**src/gso_pkg.sv**
```systemverilog
// constants, encodings and carriers shared by the global supervisor block
package gso_pkg;
  // clock and timing
  localparam int unsigned CLK_MHZ = 200;
  localparam int unsigned CLK_PERIOD_NS = 5;
  localparam int unsigned DEB_SHORT_US = 500;
  localparam int unsigned DEB_LONG_MS = 30;
  localparam int unsigned MRST_SHORT_S = 4;
  localparam int unsigned MRST_LONG_S = 8;
  localparam int unsigned RST_RELEASE_NS = 1000;
  localparam int unsigned RST_LEAD_NS = 1000;
  localparam int unsigned SEQ_STEP_NS = 1000;
  localparam int unsigned DEB_SHORT_CYC = DEB_SHORT_US * CLK_MHZ;
  localparam int unsigned DEB_LONG_CYC = DEB_LONG_MS * 1000 * CLK_MHZ;
  localparam int unsigned MRST_SHORT_CYC = MRST_SHORT_S * 1000000 * CLK_MHZ;
  localparam int unsigned MRST_LONG_CYC = MRST_LONG_S * 1000000 * CLK_MHZ;
  localparam int unsigned RST_RELEASE_CYC = (RST_RELEASE_NS + CLK_PERIOD_NS - 1) / CLK_PERIOD_NS;
  localparam int unsigned RST_LEAD_CYC = (RST_LEAD_NS + CLK_PERIOD_NS - 1) / CLK_PERIOD_NS;
  localparam int unsigned SEQ_STEP_CYC = (SEQ_STEP_NS + CLK_PERIOD_NS - 1) / CLK_PERIOD_NS;
  localparam int unsigned DEB_CNT_W = 23;
  localparam int unsigned HOLD_CNT_W = 31;
  localparam int unsigned STEP_CNT_W = 16;
  // register offsets
  localparam logic [7:0] OFS_ERC = 8'h00;
  localparam logic [7:0] OFS_FLAGS = 8'h04;
  localparam logic [7:0] OFS_MASK = 8'h08;
  localparam logic [7:0] OFS_STATUS = 8'h0c;
  localparam logic [7:0] OFS_CFG = 8'h10;
  localparam logic [7:0] OFS_ID = 8'h14;
  localparam logic [7:0] OFS_STATE = 8'h18;
  // global_config_zero fields
  localparam int unsigned CFG_STYLE_LSB = 0;
  localparam int unsigned CFG_DEB_BIT = 2;
  localparam int unsigned CFG_PU_BIT = 3;
  localparam int unsigned CFG_MRST_BIT = 4;
  localparam logic [7:0] CFG_RESET = 8'h00;
  localparam logic [7:0] CFG_WMASK = 8'h1f;
  // global_irq_flags bits
  localparam int unsigned FLG_KEY_FALL = 0;
  localparam int unsigned FLG_KEY_RISE = 1;
  localparam int unsigned FLG_ALM1 = 2;
  localparam int unsigned FLG_ALM2 = 3;
  localparam int unsigned NFLAGS = 4;
  localparam logic [3:0] FLAGS_RESET = 4'h0;
  localparam logic [3:0] MASK_RESET = 4'hf;
  // event_record_register bits
  localparam int unsigned ERC_TSD = 0;
  localparam int unsigned ERC_UVLO = 1;
  localparam int unsigned ERC_OVLO = 2;
  localparam int unsigned ERC_MRST = 3;
  localparam logic [3:0] ERC_RESET = 4'h0;
  // status bits
  localparam int unsigned STS_KEY = 0;
  localparam int unsigned STS_ALM1 = 1;
  localparam int unsigned STS_ALM2 = 2;
  localparam int unsigned STS_UVLO = 3;
  localparam int unsigned STS_OVLO = 4;
  localparam int unsigned STS_IRQ_PIN = 5;
  localparam int unsigned STS_RST_PIN = 6;

  typedef enum logic [1:0] {
    STYLE_BUTTON = 2'b00,
    STYLE_SLIDE = 2'b01,
    STYLE_LOGIC = 2'b10
  } gso_style_type;

  typedef enum logic [2:0] {
    SEQ_SHUTDOWN = 3'b000,
    SEQ_STANDBY = 3'b001,
    SEQ_POWER_UP = 3'b010,
    SEQ_RST_RELEASE = 3'b011,
    SEQ_ON = 3'b100,
    SEQ_RST_LEAD = 3'b101,
    SEQ_POWER_DOWN = 3'b110
  } gso_seq_type;

  typedef struct packed {
    logic [7:0] addr;
    logic [7:0] wdata;
    logic wr;
    logic rd;
  } gso_bus_req_type;

  typedef struct packed {
    logic undervolt;
    logic overvolt;
    logic alarmLow;
    logic alarmHigh;
    logic thermShut;
  } gso_monitor_type;
endpackage : gso_pkg

```
**src/gso_debounce.sv**
```systemverilog
// on-key debouncer with a selectable stability period
module gso_debounce #(
  parameter logic [22:0] SHORT_CYC = 23'(gso_pkg::DEB_SHORT_CYC),
  parameter logic [22:0] LONG_CYC = 23'(gso_pkg::DEB_LONG_CYC)
) (
  input wire logic clk_sys, // system clock
  input wire logic reset, // async reset, high
  input wire logic rawIn, // raw key level
  input wire logic longSel, // 1 selects long period
  output logic level // debounced level
);
  typedef struct packed {
    logic level;
    logic [22:0] cnt;
  } gso_deb_state_type;

  gso_deb_state_type st;
  gso_deb_state_type next_st;
  logic [22:0] limit;

  assign limit = longSel ? LONG_CYC : SHORT_CYC;

  always_comb begin
    next_st = st;
    if (rawIn == st.level) begin
      next_st.cnt = 23'h000000;
    end else if (st.cnt >= limit - 23'h000001) begin
      next_st.level = rawIn;
      next_st.cnt = 23'h000000;
    end else begin
      next_st.cnt = st.cnt + 23'h000001;
    end
  end

  // released key reads high through the pullup
  always_ff @(posedge clk_sys or posedge reset) begin
    if (reset) begin
      st <= '{level: 1'b1, cnt: 23'h000000};
    end else begin
      st <= next_st;
    end
  end

  assign level = st.level;
endmodule : gso_debounce

```
**src/gso_supervisor.sv**
```systemverilog
// global supervisor: monitors, on-key, interrupt line and reset sequencing
// Notes on behaviour
// - the reset input holds every register at its defined value until released
// - undervoltage input is passed out as a flag and recorded
// - overvoltage forces all regulators off and raises the inhibit output
// - two thermal alarms each have a status bit and maskable rising flag
// - thermal shutdown records its event and switches everything off at once
// - thermal shutdown record survives shutdown; cleared only by software or reset
// - a readable identifier register names the option set
// - on-key is debounced with short or long period chosen by software
// - debounced key rising and falling edges set separate maskable flags
// - style field: 00 push-button, 01 slide-switch, 10 logic
// - push-button and slide-switch styles power up on a debounced falling edge
// - push-button style, key low for hold time in on state, power down to shutdown
// - slide-switch style, key high for hold time in on state, power down to standby
// - logic style powers up while key low, powers down to shutdown when high
// - style resets to push-button; host rewrites it before hold time expires
// - pullup weak bit 0 selects strong pullup, 1 very weak pullup
// - interrupt pin is driven low while any unmasked flag is set
// - all masks reset to masked; a masked flag never moves the pin
// - reset output releases after the last regulator plus release delay
// - reset output asserts a lead time before any regulator turns off, except on faults
// - resistor variant follows three enable pins directly per output
module gso_supervisor #(
  parameter logic [22:0] DEB_SHORT_CYC = 23'(gso_pkg::DEB_SHORT_CYC),
  parameter logic [22:0] DEB_LONG_CYC = 23'(gso_pkg::DEB_LONG_CYC),
  parameter logic [30:0] MRST_SHORT_CYC = 31'(gso_pkg::MRST_SHORT_CYC),
  parameter logic [30:0] MRST_LONG_CYC = 31'(gso_pkg::MRST_LONG_CYC),
  parameter logic [15:0] SEQ_STEP_CYC = 16'(gso_pkg::SEQ_STEP_CYC),
  parameter logic [15:0] RST_RELEASE_CYC = 16'(gso_pkg::RST_RELEASE_CYC),
  parameter logic [15:0] RST_LEAD_CYC = 16'(gso_pkg::RST_LEAD_CYC),
  // arbitrary value, replaced per option set
  parameter logic [7:0] OPTION_ID = 8'h5a,
  parameter bit RESISTOR_VARIANT = 1'b0
) (
  input wire logic clk_sys, // system clock
  input wire logic reset, // supply reset, async, high
  input gso_pkg::gso_bus_req_type busReq, // register access
  output logic [7:0] rdData, // read data, cycle after read
  input gso_pkg::gso_monitor_type monitor, // comparator outputs
  input wire logic onKeyN, // on-key, low active
  input wire logic [2:0] enPin, // per-output enables, variant only
  output logic [2:0] regOn, // regulator enables
  output logic regInhibit, // overvoltage lockout
  output logic supplyUndervoltFlag, // to on/off controller
  output logic onkeyPullupWeak, // 1 selects weak pullup
  input wire logic irqOutNIn, // interrupt pin level
  output logic irqOutNOut, // interrupt pin drive value
  output logic irqOutNOeN, // interrupt pin enable, low drives
  input wire logic sysResetOutNIn, // reset pin level
  output logic sysResetOutNOut, // reset pin drive value
  output logic sysResetOutNOeN // reset pin enable, low drives
);
  typedef struct packed {
    gso_pkg::gso_seq_type seq;
    logic [1:0] step;
    logic [15:0] seqCnt;
    logic [30:0] holdCnt;
    logic toStandby;
    logic [7:0] cfg;
    logic [3:0] flags;
    logic [3:0] mask;
    logic [3:0] erc;
    logic keyPrev;
    logic alm1Prev;
    logic alm2Prev;
    logic [2:0] regOn;
    logic irqOeN;
    logic rstOeN;
    logic uvFlag;
    logic inhibit;
    logic pullupWeak;
    logic [7:0] rdata;
  } gso_state_type;

  gso_state_type st;
  gso_state_type next_st;
  gso_pkg::gso_style_type style;
  logic keyDeb;
  logic keyFell;
  logic keyRose;
  logic holdCond;
  logic holdExpire;
  logic wake;
  logic fault;
  logic [30:0] mrstLimit;
  logic [3:0] flagSet;
  logic [3:0] ercSet;
  logic [3:0] flagClr;
  logic [3:0] ercClr;
  logic [7:0] status;

  gso_debounce #(
    .SHORT_CYC(DEB_SHORT_CYC),
    .LONG_CYC(DEB_LONG_CYC)
  ) u_key_deb (
    .clk_sys(clk_sys),
    .reset(reset),
    .rawIn(onKeyN),
    .longSel(st.cfg[gso_pkg::CFG_DEB_BIT]),
    .level(keyDeb)
  );

  assign style = gso_pkg::gso_style_type'(st.cfg[gso_pkg::CFG_STYLE_LSB +: 2]);
  assign mrstLimit = st.cfg[gso_pkg::CFG_MRST_BIT] ? MRST_LONG_CYC : MRST_SHORT_CYC;
  assign keyFell = st.keyPrev & ~keyDeb;
  assign keyRose = ~st.keyPrev & keyDeb;
  assign wake = (style == gso_pkg::STYLE_LOGIC) ? ~keyDeb : keyFell;
  // slide holds high; other styles hold low
  assign holdCond = (style == gso_pkg::STYLE_SLIDE) ? keyDeb : ~keyDeb;
  assign holdExpire = (st.seq == gso_pkg::SEQ_ON) && (style != gso_pkg::STYLE_LOGIC)
    && holdCond && (st.holdCnt >= mrstLimit - 31'h00000001);
  assign fault = monitor.thermShut | monitor.overvolt;

  // key edge flags, alarm rising flags
  assign flagSet[gso_pkg::FLG_KEY_FALL] = keyFell;
  assign flagSet[gso_pkg::FLG_KEY_RISE] = keyRose;
  assign flagSet[gso_pkg::FLG_ALM1] = monitor.alarmLow & ~st.alm1Prev;
  assign flagSet[gso_pkg::FLG_ALM2] = monitor.alarmHigh & ~st.alm2Prev;
  assign ercSet[gso_pkg::ERC_TSD] = monitor.thermShut;
  assign ercSet[gso_pkg::ERC_UVLO] = monitor.undervolt;
  assign ercSet[gso_pkg::ERC_OVLO] = monitor.overvolt;
  assign ercSet[gso_pkg::ERC_MRST] = holdExpire;

  assign flagClr = (busReq.wr && busReq.addr == gso_pkg::OFS_FLAGS) ? busReq.wdata[3:0] : 4'h0;
  assign ercClr = (busReq.wr && busReq.addr == gso_pkg::OFS_ERC) ? busReq.wdata[3:0] : 4'h0;

  always_comb begin
    status = 8'h00;
    status[gso_pkg::STS_KEY] = keyDeb;
    status[gso_pkg::STS_ALM1] = monitor.alarmLow;
    status[gso_pkg::STS_ALM2] = monitor.alarmHigh;
    status[gso_pkg::STS_UVLO] = monitor.undervolt;
    status[gso_pkg::STS_OVLO] = monitor.overvolt;
    status[gso_pkg::STS_IRQ_PIN] = irqOutNIn;
    status[gso_pkg::STS_RST_PIN] = sysResetOutNIn;
  end

  always_comb begin
    next_st = st;
    next_st.keyPrev = keyDeb;
    next_st.alm1Prev = monitor.alarmLow;
    next_st.alm2Prev = monitor.alarmHigh;
    next_st.uvFlag = monitor.undervolt;
    next_st.inhibit = monitor.overvolt;
    // set wins over a same-cycle clear
    next_st.flags = (st.flags & ~flagClr) | flagSet;
    next_st.erc = (st.erc & ~ercClr) | ercSet;
    if (busReq.wr && busReq.addr == gso_pkg::OFS_MASK) begin
      next_st.mask = busReq.wdata[3:0];
    end
    if (busReq.wr && busReq.addr == gso_pkg::OFS_CFG) begin
      next_st.cfg = busReq.wdata & gso_pkg::CFG_WMASK;
    end
    next_st.pullupWeak = next_st.cfg[gso_pkg::CFG_PU_BIT];

    next_st.rdata = 8'h00;
    if (busReq.rd) begin
      if (busReq.addr == gso_pkg::OFS_ERC) begin
        next_st.rdata = {4'h0, st.erc};
      end else if (busReq.addr == gso_pkg::OFS_FLAGS) begin
        next_st.rdata = {4'h0, st.flags};
      end else if (busReq.addr == gso_pkg::OFS_MASK) begin
        next_st.rdata = {4'h0, st.mask};
      end else if (busReq.addr == gso_pkg::OFS_STATUS) begin
        next_st.rdata = status;
      end else if (busReq.addr == gso_pkg::OFS_CFG) begin
        next_st.rdata = st.cfg;
      end else if (busReq.addr == gso_pkg::OFS_ID) begin
        next_st.rdata = OPTION_ID;
      end else if (busReq.addr == gso_pkg::OFS_STATE) begin
        next_st.rdata = {2'h0, st.regOn, st.seq};
      end else begin
        next_st.rdata = 8'h00;
      end
    end

    case (st.seq)
      gso_pkg::SEQ_SHUTDOWN, gso_pkg::SEQ_STANDBY: begin
        if (wake && !fault && !monitor.undervolt) begin
          next_st.seq = gso_pkg::SEQ_POWER_UP;
          next_st.step = 2'h0;
          next_st.seqCnt = 16'h0000;
        end
      end
      gso_pkg::SEQ_POWER_UP: begin
        next_st.seqCnt = st.seqCnt + 16'h0001;
        if (st.seqCnt >= SEQ_STEP_CYC - 16'h0001) begin
          next_st.regOn[st.step] = 1'b1;
          next_st.seqCnt = 16'h0000;
          if (st.step == 2'h2) begin
            next_st.seq = gso_pkg::SEQ_RST_RELEASE;
          end else begin
            next_st.step = st.step + 2'h1;
          end
        end
      end
      gso_pkg::SEQ_RST_RELEASE: begin
        next_st.seqCnt = st.seqCnt + 16'h0001;
        if (st.seqCnt >= RST_RELEASE_CYC - 16'h0001) begin
          next_st.rstOeN = 1'b1;
          next_st.seq = gso_pkg::SEQ_ON;
          next_st.holdCnt = 31'h00000000;
        end
      end
      gso_pkg::SEQ_ON: begin
        next_st.holdCnt = holdCond ? st.holdCnt + 31'h00000001 : 31'h00000000;
        if (holdExpire || monitor.undervolt
            || (style == gso_pkg::STYLE_LOGIC && keyDeb)) begin
          next_st.toStandby = holdExpire && (style == gso_pkg::STYLE_SLIDE)
            && !monitor.undervolt;
          next_st.seq = gso_pkg::SEQ_RST_LEAD;
          next_st.seqCnt = 16'h0000;
          next_st.rstOeN = 1'b0;
        end
      end
      gso_pkg::SEQ_RST_LEAD: begin
        next_st.seqCnt = st.seqCnt + 16'h0001;
        if (st.seqCnt >= RST_LEAD_CYC - 16'h0001) begin
          next_st.seq = gso_pkg::SEQ_POWER_DOWN;
          next_st.step = 2'h2;
          next_st.seqCnt = 16'h0000;
        end
      end
      gso_pkg::SEQ_POWER_DOWN: begin
        next_st.seqCnt = st.seqCnt + 16'h0001;
        if (st.seqCnt >= SEQ_STEP_CYC - 16'h0001) begin
          next_st.regOn[st.step] = 1'b0;
          next_st.seqCnt = 16'h0000;
          if (st.step == 2'h0) begin
            next_st.seq = st.toStandby ? gso_pkg::SEQ_STANDBY : gso_pkg::SEQ_SHUTDOWN;
          end else begin
            next_st.step = st.step - 2'h1;
          end
        end
      end
      default: begin
        next_st.seq = gso_pkg::SEQ_SHUTDOWN;
      end
    endcase

    // overvoltage lockout, thermal shutdown; no sequencing on faults
    if (fault) begin
      next_st.seq = gso_pkg::SEQ_SHUTDOWN;
      next_st.regOn = 3'h0;
      next_st.rstOeN = 1'b0;
      next_st.seqCnt = 16'h0000;
    end
    // pin-driven outputs in the resistor variant
    if (RESISTOR_VARIANT) begin
      next_st.regOn = enPin & {3{~fault}};
    end
    // NOR of unmasked flags, masked bits ignored
    next_st.irqOeN = ~|(next_st.flags & ~next_st.mask);
  end

  always_ff @(posedge clk_sys or posedge reset) begin
    if (reset) begin
      st <= '{seq: gso_pkg::SEQ_SHUTDOWN, step: 2'h0, seqCnt: 16'h0000,
        holdCnt: 31'h00000000, toStandby: 1'b0,
        cfg: gso_pkg::CFG_RESET, flags: gso_pkg::FLAGS_RESET,
        mask: gso_pkg::MASK_RESET, erc: gso_pkg::ERC_RESET,
        keyPrev: 1'b1, alm1Prev: 1'b0, alm2Prev: 1'b0, regOn: 3'h0,
        irqOeN: 1'b1, rstOeN: 1'b0, uvFlag: 1'b0, inhibit: 1'b0,
        pullupWeak: 1'b0, rdata: 8'h00};
    end else begin
      st <= next_st;
    end
  end

  // open-drain pins only ever pull low; the enable carries the state
  assign irqOutNOut = 1'b0;
  assign sysResetOutNOut = 1'b0;
  assign irqOutNOeN = st.irqOeN;
  assign sysResetOutNOeN = st.rstOeN;
  assign regOn = st.regOn;
  assign regInhibit = st.inhibit;
  assign supplyUndervoltFlag = st.uvFlag;
  assign onkeyPullupWeak = st.pullupWeak;
  assign rdData = st.rdata;
endmodule : gso_supervisor

```
**config.mk**
```make
export PLATFORM = sky130hd
export DESIGN_NAME = gso_supervisor
export DESIGN_NICKNAME = d
export VERILOG_FILES = /design/src/gso_pkg.sv /design/src/gso_debounce.sv /design/src/gso_supervisor.sv
export SDC_FILE = /design/constraint.sdc
export NUM_CORES = 1
export LEC_CHECK = 0
export CORE_MARGIN = 3
export CORE_UTILIZATION = 50
export DETAILED_ROUTE_END_ITERATION = 7
export DONT_BUFFER_PORTS = 1
export SETUP_SLACK_MARGIN = 0.3
export SLEW_MARGIN = 15
export SYNTH_ARGS = -nofsm -noshare
export SYNTH_HDL_FRONTEND = slang
export SYNTH_HIERARCHICAL = 1
export SYNTH_SLANG_ARGS = --single-unit
```
**constraint.sdc**
```tcl
create_clock -name clk_sys -period 4.2 [get_ports clk_sys]
set_clock_uncertainty 0.15 [all_clocks]
set_input_delay 0.21 -clock clk_sys [delete_from_list [all_inputs] [get_ports clk_sys]]
set_output_delay 0.21 -clock clk_sys [all_outputs]
set_load 0.01 [all_outputs]
```
==> results of run 1 <==
where the power goes:
part	switching, mW	internal (mW)
sequential	0.0388	1.09
clock	0.399	0.555
combinational	0.124	0.0714
routing by layer:
metal	share of wire	track usage	vias up
met5	0	0	-
met4	0.017	0.0729	0
met3	0.062	0.0463	18
met2	0.46	0.354	153
met1	0.46	0.291	2564
li1	-	-	2572
worst reg2reg max path, stage by stage, from the launching register on:
cell	delay [ns]
dfrtp_1	0.53
inv_1	0.21
ha_1	0.33
nand3_1	0.09
nor4_1	0.37
o221a_2	0.31
o31ai_2	0.09
or2_1	0.46
a221o_2	0.48
how the worst max path moves through the flow:
stage	start	end	slack, ns	cells past startpoint
detailed placement	st[35]$_DFFE_PP0P_	st[84]$_DFFE_PP0P_	1.07	8
floorplan	reset	rdData[0]$_DFF_PP0_	1.60	1
global route	st[35]$_DFFE_PP0P_	st[83]$_DFFE_PP0P_	0.87	8
finish	st[35]$_DFFE_PP0P_	st[83]$_DFFE_PP0P_	1.07	8
global placement	st[35]$_DFFE_PP0P_	st[77]$_DFFE_PP0P_	1.16	8
CTS	st[35]$_DFFE_PP0P_	st[83]$_DFFE_PP0P_	1.07	8
flip-flops by register name (all words and copies together) (netlist names), 3 cells and up:
signal	flops
regOn	3
u_key_deb/st	23
rdData	7
st	73
cell families after synthesis:
kind of cell             Yosys count
AO/OA/AOI/OAI                    177
buffers and inverters             63
adder cells (fa/ha/maj)           25
AND/OR/NAND/NOR                  288
multiplexers                      11
XOR/XNOR                          32
other                              1
flip-flops                       111
stage by stage:
step                      utilization  worst slack, ns
after floorplan                     -             1.60
after global placement          0.521             1.16
after detailed placement        0.521             1.07
after CTS                       0.561             1.07
after global routing            0.562            0.865
final                           0.562             1.07
cells in the mapped netlist, types with 7 or more instances:
| cell type | instances | share of area |
|---|---|---|
| nor3_1 | 13 | 0.0099 |
| mux2_2 | 7 | 0.012 |
| clkbuf_1 | 19 | 0.011 |
| nor2_2 | 19 | 0.018 |
| xor2_1 | 18 | 0.024 |
| ha_1 | 25 | 0.048 |
| o31ai_1 | 7 | 0.0080 |
| dfstp_2 | 7 | 0.028 |
| nand3_1 | 34 | 0.026 |
| and3_1 | 20 | 0.019 |
| a21o_1 | 9 | 0.010 |
| buf_4 | 13 | 0.015 |
| o22ai_1 | 8 | 0.0076 |
| a31oi_1 | 11 | 0.010 |
| nor2_1 | 50 | 0.029 |
| nand2_1 | 64 | 0.036 |
| inv_1 | 22 | 0.013 |
| and2_1 | 7 | 0.0067 |
| o21ai_0 | 60 | 0.046 |
| a21oi_1 | 26 | 0.020 |
| nor4_1 | 11 | 0.010 |
| nand4_1 | 18 | 0.017 |
| a22o_1 | 7 | 0.0093 |
| xnor2_1 | 14 | 0.019 |
| dfrtp_1 | 104 | 0.40 |
layout make-up:
| cell class | count | area share |
|---|---|---|
| Clock buffer | 11 | 0.0353 |
| Inverter | 22 | 0.0117 |
| Multi-Input combinational cell | 536 | 0.487 |
| Timing Repair Buffer | 27 | 0.0350 |
| Clock inverter | 5 | 0.0112 |
| Sequential cell | 111 | 0.390 |
| Tap cell | 172 | 0.0301 |
==> metrics.cfg, run 1 <==
[run_status]
status = complete, no violations

[yosys]
synth_fa_ha_area_frac = 0.0475
synth_top_family_by_area = simple AND/OR/NAND/NOR gates
netlist_instances = 708
yosysSeqAreaShare = 0.423
synth-compound-area-share = 0.180
synthXorXnorAreaFrac = 0.0426
synth_warnings = 6
ys_seq_elements = 111
yosysUniqueCellTypes = 81
synth_ff_type = dfrtp_1
synthSimpleGateAreaFrac = 0.239
synth_edf_count = 0
muxShareOfSynthArea = 0.0182
syn_area_per_cell_um2 = 9.30
syn_area_um2 = 6580
synthArstFlopShare = 1.00

[setup_path]
worstSetupPathType = reg2reg
required_ns = 4.29
path_buf_inv = 1
path_cells = inv_1 -> ha_1 -> nand3_1 -> nor4_1 -> o221a_2 -> o31ai_2 -> or2_1 -> a221o_2
worstPathArrival_ns = 3.23
crit_family = simple AND/OR/NAND/NOR gates
startpoint_type = flop
r2r_cells = 8
crit_fanout = 15
crit_path_max_incr_delay_ns = 0.53
crit_slowest_cell = dfrtp_1
r2r-end = st[83]$_DFFE_PP0P_
r2r_start = st[35]$_DFFE_PP0P_
rrSetupSlack_ns = 1.07
end_kind = flop

[timing]
worst_pin_slew_ns = 0.952
setup_viol = 0
fin_crit_sh = 0.746
fin_hold_ws_ns = 0.0130
max_freq_ghz = 0.319
rsz0062_at_grt = false
relSlewSlack = 0.364
tns_ns = 0
slew_violations = 0
finalCriticalPeriod_ns = 3.13
hold_viol = 0

[layout]
fin_cells = 884
drive_gt1_frac = 0.136
fillCellCount = 1172
syn_to_final_growth_pct = 8.61
nNetsFinal = 763
seqCellArea_um2 = 2790
final_cell_mix = 104 x dfrtp_1, 64 x nand2_1, 60 x o21ai_0, 50 x nor2_1, 34 x nand3_1
antenna_cells = 0
multi_input_area_um2 = 3480
final_common_cell = dfrtp_1
postLayoutCellArea_um2 = 7150

[die]
core-area_um2 = 12700
dieArea_um2 = 14600
start_util = 0.518
placementRows = 41
fp.dieW_um = 121
pin_count = 49
die_y_um = 121

[cts]
clock-sinks = 111
ctsResizeCount = 0
cts_buffers = 9
clockBufferDepth = 2
cts_tree = built
cts.htree.levels = 3
clk_latency_ns = 0.36
cts.reportedPaths.clkPinSlew_ns = 0.07
ctsHoldBuffers = 18
cts-root-buf = clkbuf_16
cts_setup_buffers = 0

[power]
leakage_nw = 3.05
ir_drop_uv = 235
power_mw = 2.28
power.density_nw_per_um2 = 319

[placed_design]
post-dp-hpwl_um = 10200
place.gp.congestion = 0.882
post_dp_cell_area_um2 = 6630
dp.cells = 849
io_buffers = 0

[route]
dr.pass1.iters = 5
post_drt_wl_per_cell_um = 17.1
drt_wl_total_um = 15100
dr_total_vias = 5307
via_per_inst = 6.00
ant_nets = 0
drc = 0
drtIter0Drc = 400

[min_path]
hold_path.class = in2reg
whs_path_depth = 2
worstHoldEndpoint = rdData[5]$_DFF_PP0_
hp-start = busReq[11]

[run]
maxCapViolations = 0

[grt]
grt_pass1_wl_um = 25800
antenna_found_initial = 0
grt_usage = 0.218
grt_pass1_vias = 5114
globalRouteOverflowTotal = 0
grt_max_degree = 49

(Power assumes the default switching activity.)
==> run 2: changes to the inputs <==
--- a/config.mk
+++ b/config.mk
@@ -9,6 +9,7 @@
 export CORE_UTILIZATION = 50
 export DETAILED_ROUTE_END_ITERATION = 7
 export DONT_BUFFER_PORTS = 1
+export PLACE_DENSITY = 0.68
 export SETUP_SLACK_MARGIN = 0.3
 export SLEW_MARGIN = 15
 export SYNTH_ARGS = -nofsm -noshare
==> constraint.sdc (replaced) <==
create_clock -name clk_sys -period 2.6 [get_ports clk_sys]
set_clock_uncertainty 0.15 [all_clocks]
set_input_delay 0.13 -clock clk_sys [delete_from_list [all_inputs] [get_ports clk_sys]]
set_output_delay 0.13 -clock clk_sys [all_outputs]
set_load 0.01 [all_outputs]
==> run 2 against run 1 <==
Die area unchanged. Setup slack got worse by 0.93 ns. Fmax increased by 27%. Clock power increased by 48%. Largest cell class unchanged. Worst hold slack improved by 0.0052 ns. Highest routed layer unchanged.
==> metrics.cfg, run 2 (synthesis results as in run 1) <==
[setup_path]
r2r_start = st[35]$_DFFE_PP0P_
worstPathArrival_ns = 2.55  ; -0.68 ns
required_ns = 2.69  ; -1.60 ns
startpoint_type = flop
rrSetupSlack_ns = 0.14  ; -0.93 ns
path_buf_inv = 0  ; -1
crit_fanout = 8  ; -7
crit_path_max_incr_delay_ns = 0.48  ; -0.05 ns
crit_family = compound AO/OA/AOI/OAI gates
end_kind = flop
path_cells = ha_1 -> nand3_2 -> nor4_2 -> o221a_2 -> o31ai_4 -> or2_4 -> a221o_1
worstSetupPathType = reg2reg
r2r_cells = 7  ; -1
r2r-end = st[75]$_DFFE_PP0P_
crit_slowest_cell = dfrtp_2

[grt]
grt_pass1_vias = 5369  ; +5.0%
grt_max_degree = 39  ; -20%
globalRouteOverflowTotal = 0  ; unchanged
grt_pass1_wl_um = 26400  ; +2.4%
grt_usage = 0.219  ; +0.00135
antenna_found_initial = 0  ; unchanged

[die]
dieArea_um2 = 14600  ; unchanged
pin_count = 49  ; unchanged
placementRows = 41  ; unchanged
start_util = 0.518  ; unchanged
fp.dieW_um = 121  ; unchanged
core-area_um2 = 12700  ; unchanged
die_y_um = 121  ; unchanged

[layout]
antenna_cells = 0  ; unchanged
drive_gt1_frac = 0.217  ; +0.0803
multi_input_area_um2 = 3720  ; +6.9%
fillCellCount = 1106  ; -5.6%
final_common_cell = dfrtp_1
final_cell_mix = 97 x dfrtp_1, 62 x nand2_1, 56 x o21ai_0, 46 x nor2_1, 34 x buf_4
seqCellArea_um2 = 2800  ; +0.31%
largest_reg_flops = 73  ; unchanged
registers.top_by_ff_count = st
fin_cells = 920  ; +4.1%
syn_to_final_growth_pct = 16.5
nNetsFinal = 799  ; +4.7%

[run_status]
status = complete, no violations

[power]
switching_share = 0.254  ; +0.00746
leakage_nw = 3.31  ; +8.4%
power.density_nw_per_um2 = 470  ; +48%
ir_drop_uv = 323  ; +38%
total_switching_power_uw = 915  ; +63%
p_clk_frac = 0.392  ; -0.027
intPower_mw = 2.69  ; +57%
power_frac_comb = 0.111  ; +0.025
seqPwrFrac = 0.497  ; about the same

[route]
drc = 0  ; unchanged
drt_wl_total_um = 15500  ; +2.6%
ant_nets = 0  ; unchanged
dr_total_vias = 5500  ; +3.6%
post_drt_wl_per_cell_um = 16.8  ; -1.4%
dr.pass1.iters = 5  ; unchanged
via_per_inst = 5.98  ; -0.42%
drtIter0Drc = 467  ; +17%

[min_path]
hold_path.class = in2reg
whs_path_depth = 3  ; +1
worstHoldEndpoint = st[29]$_DFF_PP0_
hp-start = busReq[12]

[cts]
cts_buffers = 9  ; unchanged
cts.htree.levels = 3  ; unchanged
cts.reportedPaths.clkPinSlew_ns = 0.07  ; about the same
cts-root-buf = clkbuf_16
clk_latency_ns = 0.36  ; about the same
clockBufferDepth = 2  ; unchanged
cts_tree = built
clock-sinks = 111  ; unchanged

[timing]
finalCriticalPeriod_ns = 2.46  ; -0.670 ns
rsz0062_at_grt = true
worst_pin_slew_ns = 0.882  ; -0.0693 ns
setup_slack_ns = 0.136  ; -0.930 ns
fin_hold_ws_ns = 0.0182  ; +0.00519 ns
max_freq_ghz = 0.406  ; +27%
slew_violations = 0  ; unchanged
setup_viol = 0  ; unchanged
fin_crit_sh = 0.948  ; +0.201
hold_viol = 0  ; unchanged
relSlewSlack = 0.411  ; +0.0469

[placed_design]
place.gp.congestion = 0.853  ; -3.3%
dp.cells = 867  ; +2.1%
io_buffers = 0  ; unchanged
post-dp-hpwl_um = 10200  ; +0.33%
preCtsSetupSlack_ns = -0.114  ; -1.19 ns

[run]
maxCapViolations = 0  ; unchanged

==> run 2: cell count changes in the layout (fill, tap and decap cells not counted), moves of 5 or more <==
cell	before	now
buf_4	8	34
ha_4	0	7
dfrtp_1	104	97
dfrtp_2	0	7
buf_6	0	5
ha_1	25	18
==> run 2: worst max path at each step <==
stage / slack, ns / cells after the start / to / from
floorplan: 0.15 / 10 / st[73]$_DFFE_PP0P_ / st[35]$_DFFE_PP0P_
global placement: -0.03 / 8 / st[81]$_DFFE_PP0P_ / st[35]$_DFFE_PP0P_
detailed placement: -0.11 / 8 / st[85]$_DFFE_PP0P_ / st[35]$_DFFE_PP0P_
CTS: 0.14 / 8 / st[81]$_DFFE_PP0P_ / st[35]$_DFFE_PP0P_
global route: 0.04 / 7 / st[73]$_DFFE_PP0P_ / st[35]$_DFFE_PP0P_
finish: 0.14 / 7 / st[75]$_DFFE_PP0P_ / st[35]$_DFFE_PP0P_
==> run 2: final cells by class <==
class | count | area share
clock inverter | 5 | 0.00734
multi-input combinational | 537 | 0.485
sequential | 111 | 0.365
clock buffer | 11 | 0.0317
inverter | 22 | 0.0119
timing repair buffer | 62 | 0.0710
tap | 172 | 0.0281
==> run 2: power by group through the flow <==
stage | Sequential [mW] | Clock, mW | Combinational (mW)
floorplan | 1.82 | 0 | 0.269
global placement | 1.82 | 0 | 0.331
detailed placement | 1.82 | 0 | 0.343
CTS | 1.79 | 1.43 | 0.392
global route | 1.79 | 1.50 | 0.448
finish | 1.79 | 1.41 | 0.399
==> run 2: per-stage QoR <==
| stage | power [mW] | cell area, um^2 | util | TNS [ns] |
|---|---|---|---|---|
| global route | 3.75 | 7670 | 0.603 | 0 |
| finish | 3.60 | 7670 | 0.603 | 0 |
| floorplan | 2.09 | 6610 | - | 0 |
| detailed placement | 2.17 | 6780 | 0.533 | -1.05 |
| CTS | 3.62 | 7490 | 0.588 | 0 |
| global placement | 2.15 | 6780 | 0.533 | -0.138 |
==> run 2: timing repair <==
action	CTS	global route
cloned	2	1
hold buffers	21	0
buffers inserted	5	8
resized for setup	28	31
pin swaps	14	8
setup endpoints to repair	73	75
endpoints found under the hold margin	90	0
==> run 2: metal layers <==
metal | wire length (um) | vias to the layer above | GRT usage | share of wire
met5 | 0 | - | 0 | 0
met4 | 249 | 0 | 0.0644 | 0.016
met3 | 640 | 18 | 0.0327 | 0.041
met2 | 7620 | 128 | 0.365 | 0.49
met1 | 6970 | 2704 | 0.298 | 0.45
li1 | - | 2650 | - | -
==> run 2: worst reg2reg max path, cell delays in order (launching register included) <==
cell	delay, ns
dfrtp_2	0.48
ha_1	0.34
nand3_2	0.09
nor4_2	0.26
o221a_2	0.28
o31ai_4	0.10
or2_4	0.30
a221o_1	0.36
